`src/core/dcf_pkg.sv`:
```
package dcf_pkg;
  // ==========================================================
  // Geometry
  localparam int DATA_W = 9;
  localparam int DEPTH_DEF = 64;
  localparam int BUF_DEPTH = 4;
  // ==========================================================
  // Values after reset
  localparam int OFFS_EMPTY_RST = 7;
  localparam int OFFS_FULL_RST = 7;
  localparam logic RST_EMPTY_N = 1'h0;
  localparam logic RST_FULL_N = 1'h1;
  localparam logic RST_AEMPTY_N = 1'h0;
  localparam logic RST_AFULL_N = 1'h1;
  // ==========================================================
  // Timing
  localparam int CLK_PERIOD_NS = 50;
  localparam int EDGE_SKEW_MIN_BASIC_NS = 6;
  localparam int EDGE_SKEW_MIN_ALMOST_NS = 15;
  localparam int EDGE_SKEW_MIN_BASIC_CYC =
    (EDGE_SKEW_MIN_BASIC_NS + CLK_PERIOD_NS - 1) / CLK_PERIOD_NS;
  localparam int EDGE_SKEW_MIN_ALMOST_CYC =
    (EDGE_SKEW_MIN_ALMOST_NS + CLK_PERIOD_NS - 1) / CLK_PERIOD_NS;
  // ==========================================================
  // Offset load sequence
  typedef enum logic [0:0] {
    DCF_LD_EMPTY = 1'h0,
    DCF_LD_FULL = 1'h1
  } dcf_ld_t;
endpackage : dcf_pkg

```
`src/core/dcf_fifo_flags.sv`:
```
`timescale 1ns/10ps

// ==========================================================
// Prefetch buffer between storage and read port
module dcf_buf #(
  parameter int W = 9,
  parameter int D = 4
) (
  input wire logic ref_clk,
  input wire logic nrst,
  input wire logic inValid,
  output logic inReady,
  input wire logic [W-1:0] inData,
  output logic outValid,
  input wire logic outReady,
  output logic [W-1:0] outData
);
  localparam int PW = (D > 1) ? $clog2(D) : 1;
  typedef struct packed {
    logic [D-1:0][W-1:0] mem;
    logic [PW-1:0] wp;
    logic [PW-1:0] rp;
    logic [PW:0] cnt;
  } dcf_buf_st_t;
  dcf_buf_st_t s_q, s_d;
  logic push, pop;

  function automatic logic [PW-1:0] nextPtr(input logic [PW-1:0] p);
    nextPtr = (p == PW'(D - 1)) ? '0 : PW'(p + 1'b1);
  endfunction : nextPtr

  assign inReady = (s_q.cnt != (PW + 1)'(D));
  assign outValid = (s_q.cnt != '0);
  assign outData = s_q.mem[s_q.rp];
  assign push = inValid & inReady;
  assign pop = outValid & outReady;

  always_comb begin
    s_d = s_q;
    if (push) begin
      s_d.mem[s_q.wp] = inData;
      s_d.wp = nextPtr(s_q.wp);
    end
    if (pop) begin
      s_d.rp = nextPtr(s_q.rp);
    end
    s_d.cnt = (PW + 1)'(s_q.cnt + push - pop);
    if (!nrst) begin
      s_d.wp = '0;
      s_d.rp = '0;
      s_d.cnt = '0;
    end
  end

  always_ff @(posedge ref_clk) begin
    s_q <= s_d;
  end
endmodule : dcf_buf

// ==========================================================
// FIFO core with reset strap, flags and offsets
module dcf_fifo_flags #(
  parameter int DEPTH = dcf_pkg::DEPTH_DEF
) (
  input wire logic ref_clk,
  input wire logic nrst,
  input wire logic wrTick,
  input wire logic wrEn1N,
  input wire logic wr_en2_or_offset_load,
  input wire logic [dcf_pkg::DATA_W-1:0] wrData,
  input wire logic rdTick,
  input wire logic rdEnN,
  input wire logic outEnN,
  output logic [dcf_pkg::DATA_W-1:0] rdData,
  output logic rdDataOe,
  output logic empty_n,
  output logic full_n,
  output logic almost_empty_n,
  output logic almost_full_n,
  output logic loadMode
);
  localparam int AW = $clog2(DEPTH);
  localparam int OW = AW + 1;
  localparam int DW = dcf_pkg::DATA_W;
  localparam logic [OW-1:0] DEPTH_W = OW'(DEPTH);

  typedef struct packed {
    logic [DEPTH-1:0][DW-1:0] mem;
    logic [AW-1:0] wp;
    logic [AW-1:0] rp;
    logic [OW-1:0] stCnt;
    logic [OW-1:0] occ;
    logic emptyN;
    logic fullN;
    logic aeN;
    logic afN;
    logic [DW-1:0] rdData;
    logic oe;
    logic [OW-1:0] offE;
    logic [OW-1:0] offF;
    dcf_pkg::dcf_ld_t ldSel;
    logic mode;
    logic syncA;
    logic syncB;
  } dcf_st_t;
  dcf_st_t s_q, s_d;

  logic pinHigh, wrOk, ldOk, rdOk, xfer, bufInReady, bufOutValid;
  logic [DW-1:0] bufOutData;
  logic [OW-1:0] occAfterRd, occAfterWr;

  function automatic logic [AW-1:0] incPtr(input logic [AW-1:0] p);
    incPtr = (p == AW'(DEPTH - 1)) ? '0 : AW'(p + 1'b1);
  endfunction : incPtr

  // ==========================================================
  // Port decode
  assign pinHigh = s_q.syncB;
  assign wrOk = wrTick & ~wrEn1N & pinHigh & s_q.fullN;
  assign ldOk = wrTick & ~wrEn1N & ~pinHigh & s_q.mode;
  assign rdOk = rdTick & ~rdEnN & s_q.emptyN & bufOutValid;
  assign xfer = (s_q.stCnt != '0) & bufInReady;
  // Flags see the registered count plus their own side's transfer, so the other side's edge in the same cycle waits one more edge
  assign occAfterRd = OW'(s_q.occ - rdOk);
  assign occAfterWr = OW'(s_q.occ + wrOk);

  dcf_buf #(.W(DW), .D(dcf_pkg::BUF_DEPTH)) u_buf (
    .ref_clk(ref_clk),
    .nrst(nrst),
    .inValid(xfer),
    .inReady(bufInReady),
    .inData(s_q.mem[s_q.rp]),
    .outValid(bufOutValid),
    .outReady(rdOk),
    .outData(bufOutData)
  );

  // ==========================================================
  // Next state
  always_comb begin
    s_d = s_q;
    s_d.syncA = wr_en2_or_offset_load;
    s_d.syncB = s_q.syncA;
    s_d.oe = ~outEnN;
    if (wrOk) begin
      s_d.mem[s_q.wp] = wrData;
      s_d.wp = incPtr(s_q.wp);
    end
    if (xfer) begin
      s_d.rp = incPtr(s_q.rp);
    end
    s_d.stCnt = OW'(s_q.stCnt + wrOk - xfer);
    s_d.occ = OW'(s_q.occ + wrOk - rdOk);
    if (ldOk) begin
      if (s_q.ldSel == dcf_pkg::DCF_LD_EMPTY) begin
        s_d.offE = OW'(wrData);
        s_d.ldSel = dcf_pkg::DCF_LD_FULL;
      end else begin
        s_d.offF = OW'(wrData);
        s_d.ldSel = dcf_pkg::DCF_LD_EMPTY;
      end
    end
    if (rdOk) begin
      s_d.rdData = bufOutData;
    end
    if (rdTick) begin
      s_d.emptyN = (occAfterRd != '0);
      s_d.aeN = (occAfterRd >= s_q.offE);
    end
    if (wrTick) begin
      s_d.fullN = (occAfterWr != DEPTH_W);
      s_d.afN = (occAfterWr <= OW'(DEPTH_W - s_q.offF));
    end
    // Edges keep arriving during reset and are simply overridden here
    if (!nrst) begin
      s_d.wp = '0;
      s_d.rp = '0;
      s_d.stCnt = '0;
      s_d.occ = '0;
      s_d.emptyN = dcf_pkg::RST_EMPTY_N;
      s_d.fullN = dcf_pkg::RST_FULL_N;
      s_d.aeN = dcf_pkg::RST_AEMPTY_N;
      s_d.afN = dcf_pkg::RST_AFULL_N;
      s_d.rdData = '0;
      s_d.offE = OW'(dcf_pkg::OFFS_EMPTY_RST);
      s_d.offF = OW'(dcf_pkg::OFFS_FULL_RST);
      s_d.ldSel = dcf_pkg::DCF_LD_EMPTY;
      // Pin level sampled two edges before the last reset edge, through syncA and syncB, decides the mode
      s_d.mode = ~s_q.syncB;
    end
  end

  always_ff @(posedge ref_clk) begin
    s_q <= s_d;
  end

  assign rdData = s_q.rdData;
  assign rdDataOe = s_q.oe;
  assign empty_n = s_q.emptyN;
  assign full_n = s_q.fullN;
  assign almost_empty_n = s_q.aeN;
  assign almost_full_n = s_q.afN;
  assign loadMode = s_q.mode;

  // ==========================================================
  // Checks
  chk_reset_flags: assert property (@(posedge ref_clk) disable iff (!nrst)
    $rose(nrst) |-> (!empty_n && full_n && !almost_empty_n && almost_full_n && s_q.occ == '0))
    else $error("flags wrong after reset");
  chk_data_low: assert property (@(posedge ref_clk) disable iff (!nrst)
    $rose(nrst) |-> (rdData == '0))
    else $error("data not low after reset");
  chk_oe_follow: assert property (@(posedge ref_clk) disable iff (!nrst)
    outEnN ##1 outEnN |-> !rdDataOe)
    else $error("output driven while disabled");
  chk_mode_hold: assert property (@(posedge ref_clk) disable iff (!nrst)
    $past(nrst) |-> $stable(loadMode))
    else $error("pin mode changed outside reset");
  chk_full_block: assert property (@(posedge ref_clk) disable iff (!nrst)
    (wrTick && !full_n) |=> $stable(s_q.wp))
    else $error("write taken while full");
  chk_empty_block: assert property (@(posedge ref_clk) disable iff (!nrst)
    (rdTick && !empty_n) |=> ($stable(rdData) && s_q.occ >= $past(s_q.occ)))
    else $error("read taken while empty");
  chk_first_word: assert property (@(posedge ref_clk) disable iff (!nrst)
    rdOk |=> (rdData == $past(bufOutData)))
    else $error("read word not presented");
  chk_empty_skew: assert property (@(posedge ref_clk) disable iff (!nrst)
    (rdTick && s_q.occ == '0) |=> !empty_n)
    else $error("empty cleared by same-cycle write");
  chk_empty_clear: assert property (@(posedge ref_clk) disable iff (!nrst)
    (rdTick && s_q.occ > OW'(1)) |=> empty_n)
    else $error("empty still set with words stored");
  chk_ae_level: assert property (@(posedge ref_clk) disable iff (!nrst)
    (rdTick && s_q.occ == s_q.offE && rdOk) |=> !almost_empty_n)
    else $error("almost empty not asserted at n-1");
  chk_af_level: assert property (@(posedge ref_clk) disable iff (!nrst)
    (wrTick && wrOk && occAfterWr == OW'(DEPTH_W - s_q.offF + 1'b1)) |=> !almost_full_n)
    else $error("almost full not asserted at m-1 free");
endmodule : dcf_fifo_flags

```
`config.mk`:
```
export PLATFORM = sky130hd
export DESIGN_NAME = dcf_fifo_flags
export DESIGN_NICKNAME = d
export VERILOG_FILES = /design/src/core/dcf_pkg.sv /design/src/core/dcf_fifo_flags.sv
export SDC_FILE = /design/constraint.sdc
export NUM_CORES = 1
export LEC_CHECK = 0
export BUFFER_PORTS_ARGS = -buffer_cell sky130_fd_sc_hd__buf_2
export CORE_ASPECT_RATIO = 0.8
export CORE_MARGIN = 1
export CORE_UTILIZATION = 63
export CTS_CLUSTER_SIZE = 30
export DETAILED_ROUTE_END_ITERATION = 8
export PLACE_DENSITY_LB_ADDON = 0.3
export SLEW_MARGIN = 20
export SYNTH_ARGS = -nofsm -noshare
export SYNTH_HDL_FRONTEND = slang
export SYNTH_SLANG_ARGS = --single-unit
export TNS_END_PERCENT = 5
```
`constraint.sdc`:
```
create_clock -name ref_clk -period 4.2 [get_ports ref_clk]
set_clock_uncertainty 0.2 [all_clocks]
set_input_delay 0.84 -clock ref_clk [delete_from_list [all_inputs] [get_ports ref_clk]]
set_output_delay 0.84 -clock ref_clk [all_outputs]
set_load 0.05 [all_outputs]
```
==> metrics.cfg <==
[floorplan]
die_y_um=187
start_util_pct=64.2
core_area_um2=42100
num_rows=67
ios=32
dieArea_um2=43700
die_x_um=233

[timing]
setup_viol=0
fin_crit_sh_pct=78.9
max_freq_mhz=302
hold_violations=0
worstMarginPinSlew_ns=1.13
drv_slew=0
setup-tns-final_ns=0
min_period_ns=3.32
max_slew_margin_pct=24.4
rsz0062_at_grt=no

[logic_synthesis]
synthAdderAreaFrac_pct=1.96
yosys_warnings=0
synth_xor_area_share_pct=1.07
muxShareOfSynthArea_pct=13.3
avgSynthCellArea_um2=18.3
synth.most_common_cell=edfxtp_1
ys_ff_latch=677
async_flop_share_pct=0
syn_nets=1534
synth.distinct_cells=52
synth_top_family_by_area=multiplexers
yosysTopAreaCellShare_pct=68.2
synth-edff-count=613
synthesis.instances=1476
synth_simple_gate_area_share_pct=4.39
synth_common_cells=edfxtp_1, mux4_2, nor2_1, nand2_1, dfxtp_1
yosysTopAreaCell=edfxtp_1
synth-main-ff-cell=edfxtp_1
synth_area_um2=27000
yosysSeqAreaShare_pct=72.9
synth.top_cells.by_area=edfxtp_1, mux4_2, dfxtp_1
synth_compound_area_share_pct=3.98

[cells_and_area]
fillCellCount=2546
fin_area_um2=29900
seqCellArea_um2=19700
multi_input_area_um2=6680
area_growth_pct=10.8
final_core_util_pct=71.1
drive_above_1_share_pct=22.1
nets=1628

[route]
vias=14200
drt_wl_total_um=59200
first_pass_iters=8
wl_per_cell_um=27.3
ant_nets=0
drt_iter0_drc=1579
viasPerCell=6.53
drc=16

[grt]
grt_pass1_vias=14100
track_usage_pct=28.0
grt_pass1_wl_um=88600
antenna_found_initial=1
grt_overflow=0
grt_max_degree=65

[clock_network]
hold_buffers=0
cts_buffer_depth=3
cts.sinks=677
numCtsBuffers=59
postCtsSetupBuffers=0
insertion_delay_ns=0.62
clkSlewWorstSetupHoldPaths_ns=0.06
ctsResizeCount=0
cts_tree=yes
cts-root-buf=clkbuf_16
htreeDepth=2

[pwr]
comb_power_share_pct=20.4
leakagePower_nw=9.92
power_density_nw_per_um2=557
intPower_w=0.0122
p_sw_w=0.00445
p_sw_share_pct=26.7
power_frac_seq_pct=47.6
power_frac_clock_pct=32.1
ir_worst_vdd_mv=0.402

[outcome]
outcome=complete, but fails checks
failed_checks=design-rule violations

[flow_run]
max_cap_violations=0

[worst_setup_path]
crit_type=reg -> reg
path_max_fanout=59
worstPathArrival_ns=3.53
start_kind=flip-flop
cp-end-kind=flip-flop
crit_required_ns=4.42

[placement]
place_congestion=0.938
dpl_cell_area_um2=28000
hpwl_um=35100
port_buffers=31

[worst_hold_path]
hp-class=reg -> reg

worst max-delay path: stages (launching register included):
cell,delay [ns]
dfxtp_4,0.95
buf_4,0.34
nor2b_1,0.76
a22oi_1,0.31
nand2_1,0.25
a221o_1,0.31
metal layers:
metal | global-route usage, % | share of wire [%]
met1 | 40.9 | 40
met2 | 42.2 | 47
met3 | 6.80 | 10
met4 | 9.14 | 3.1
met5 | 0 | 0
worst paths after layout:
path	startpoint	to	slack [ns]	cells past startpoint
max	s_q[47]	u_buf.s_q[24]	0.88	5
min	s_d[0]	pinHigh	0.13	0
min reg2reg	s_d[0]	pinHigh	0.13	0
max reg2reg	s_q[47]	u_buf.s_q[24]	0.88	5
cells by family (layout without fill, tap and decap cells):
group / after synthesis / in the layout
flops: 677 / 677
compound gates: 150 / 150
xor+xnor: 33 / 33
other cells: 0 / 1
fa+ha+maj: 41 / 41
simple gates: 269 / 269
mux: 187 / 187
buf+inv: 119 / 261
power groups by stage:
stage          combinational, W  sequential [W]  clock, W
2_1_floorplan           0.00266         0.00786         0
3_3_place_gp            0.00324         0.00806         0
3_5_place_dp            0.00333         0.00807         0
4_1_cts                 0.00338         0.00793   0.00539
5_1_grt                 0.00363         0.00796   0.00566
6_report                0.00339         0.00793   0.00534
cell usage in the layout (no fill, tap or decap), types with 6 or more instances in the layout:
cell       count
and3_1        13
a221o_1        9
nand3_1       11
xnor2_1       21
inv_1         35
mux2_2        19
nor3_1         6
nor2b_1       10
clkbuf_1      14
a211oi_1       9
edfxtp_1     613
o21ai_0        9
a21oi_1       26
clkinv_1      13
and2_1        10
mux2i_1       33
dfxtp_1       61
buf_2         29
o221ai_1       9
clkbuf_16     61
a22oi_1       54
a221oi_1       9
clkinv_2      12
ha_1          39
nand2_1       78
mux4_2       132
buf_4         83
a31oi_1       11
xor2_1        12
nor2_1       118
final cells by class:
class	count	share of cell area [%]
flip-flops and latches	677	65.8
multi-input cells	680	22.3
clock buffers	76	5.32
repair buffers	115	2.77
well taps	552	2.31
clock inverters	33	0.983
inverters	37	0.464
diodes	1	0.00836
flip-flops by register name (all words and copies together) (netlist names):
| signal | flops |
|---|---|
| almost_empty_n | 1 |
| almost_full_n | 1 |
| empty_n | 1 |
| full_n | 1 |
| loadMode | 1 |
| pinHigh | 1 |
| rdData | 9 |
| rdDataOe | 1 |
| s_d | 1 |
| s_q | 617 |
| u_buf.s_q | 43 |
metrics by stage:
step | std cells | power [W] | hold slack [ns] | setup WS, ns
2_1_floorplan | 1476 | 0.0105 | 0.110 | 0.931
3_3_place_gp | 2061 | 0.0113 | 0.111 | 0.452
3_5_place_dp | 2061 | 0.0114 | 0.123 | 0.398
4_1_cts | 2170 | 0.0167 | 0.120 | 0.994
5_1_grt | 2170 | 0.0173 | 0.136 | 0.609
6_report | 2171 | 0.0167 | 0.133 | 0.884
Power figures use the tool's default switching activity.
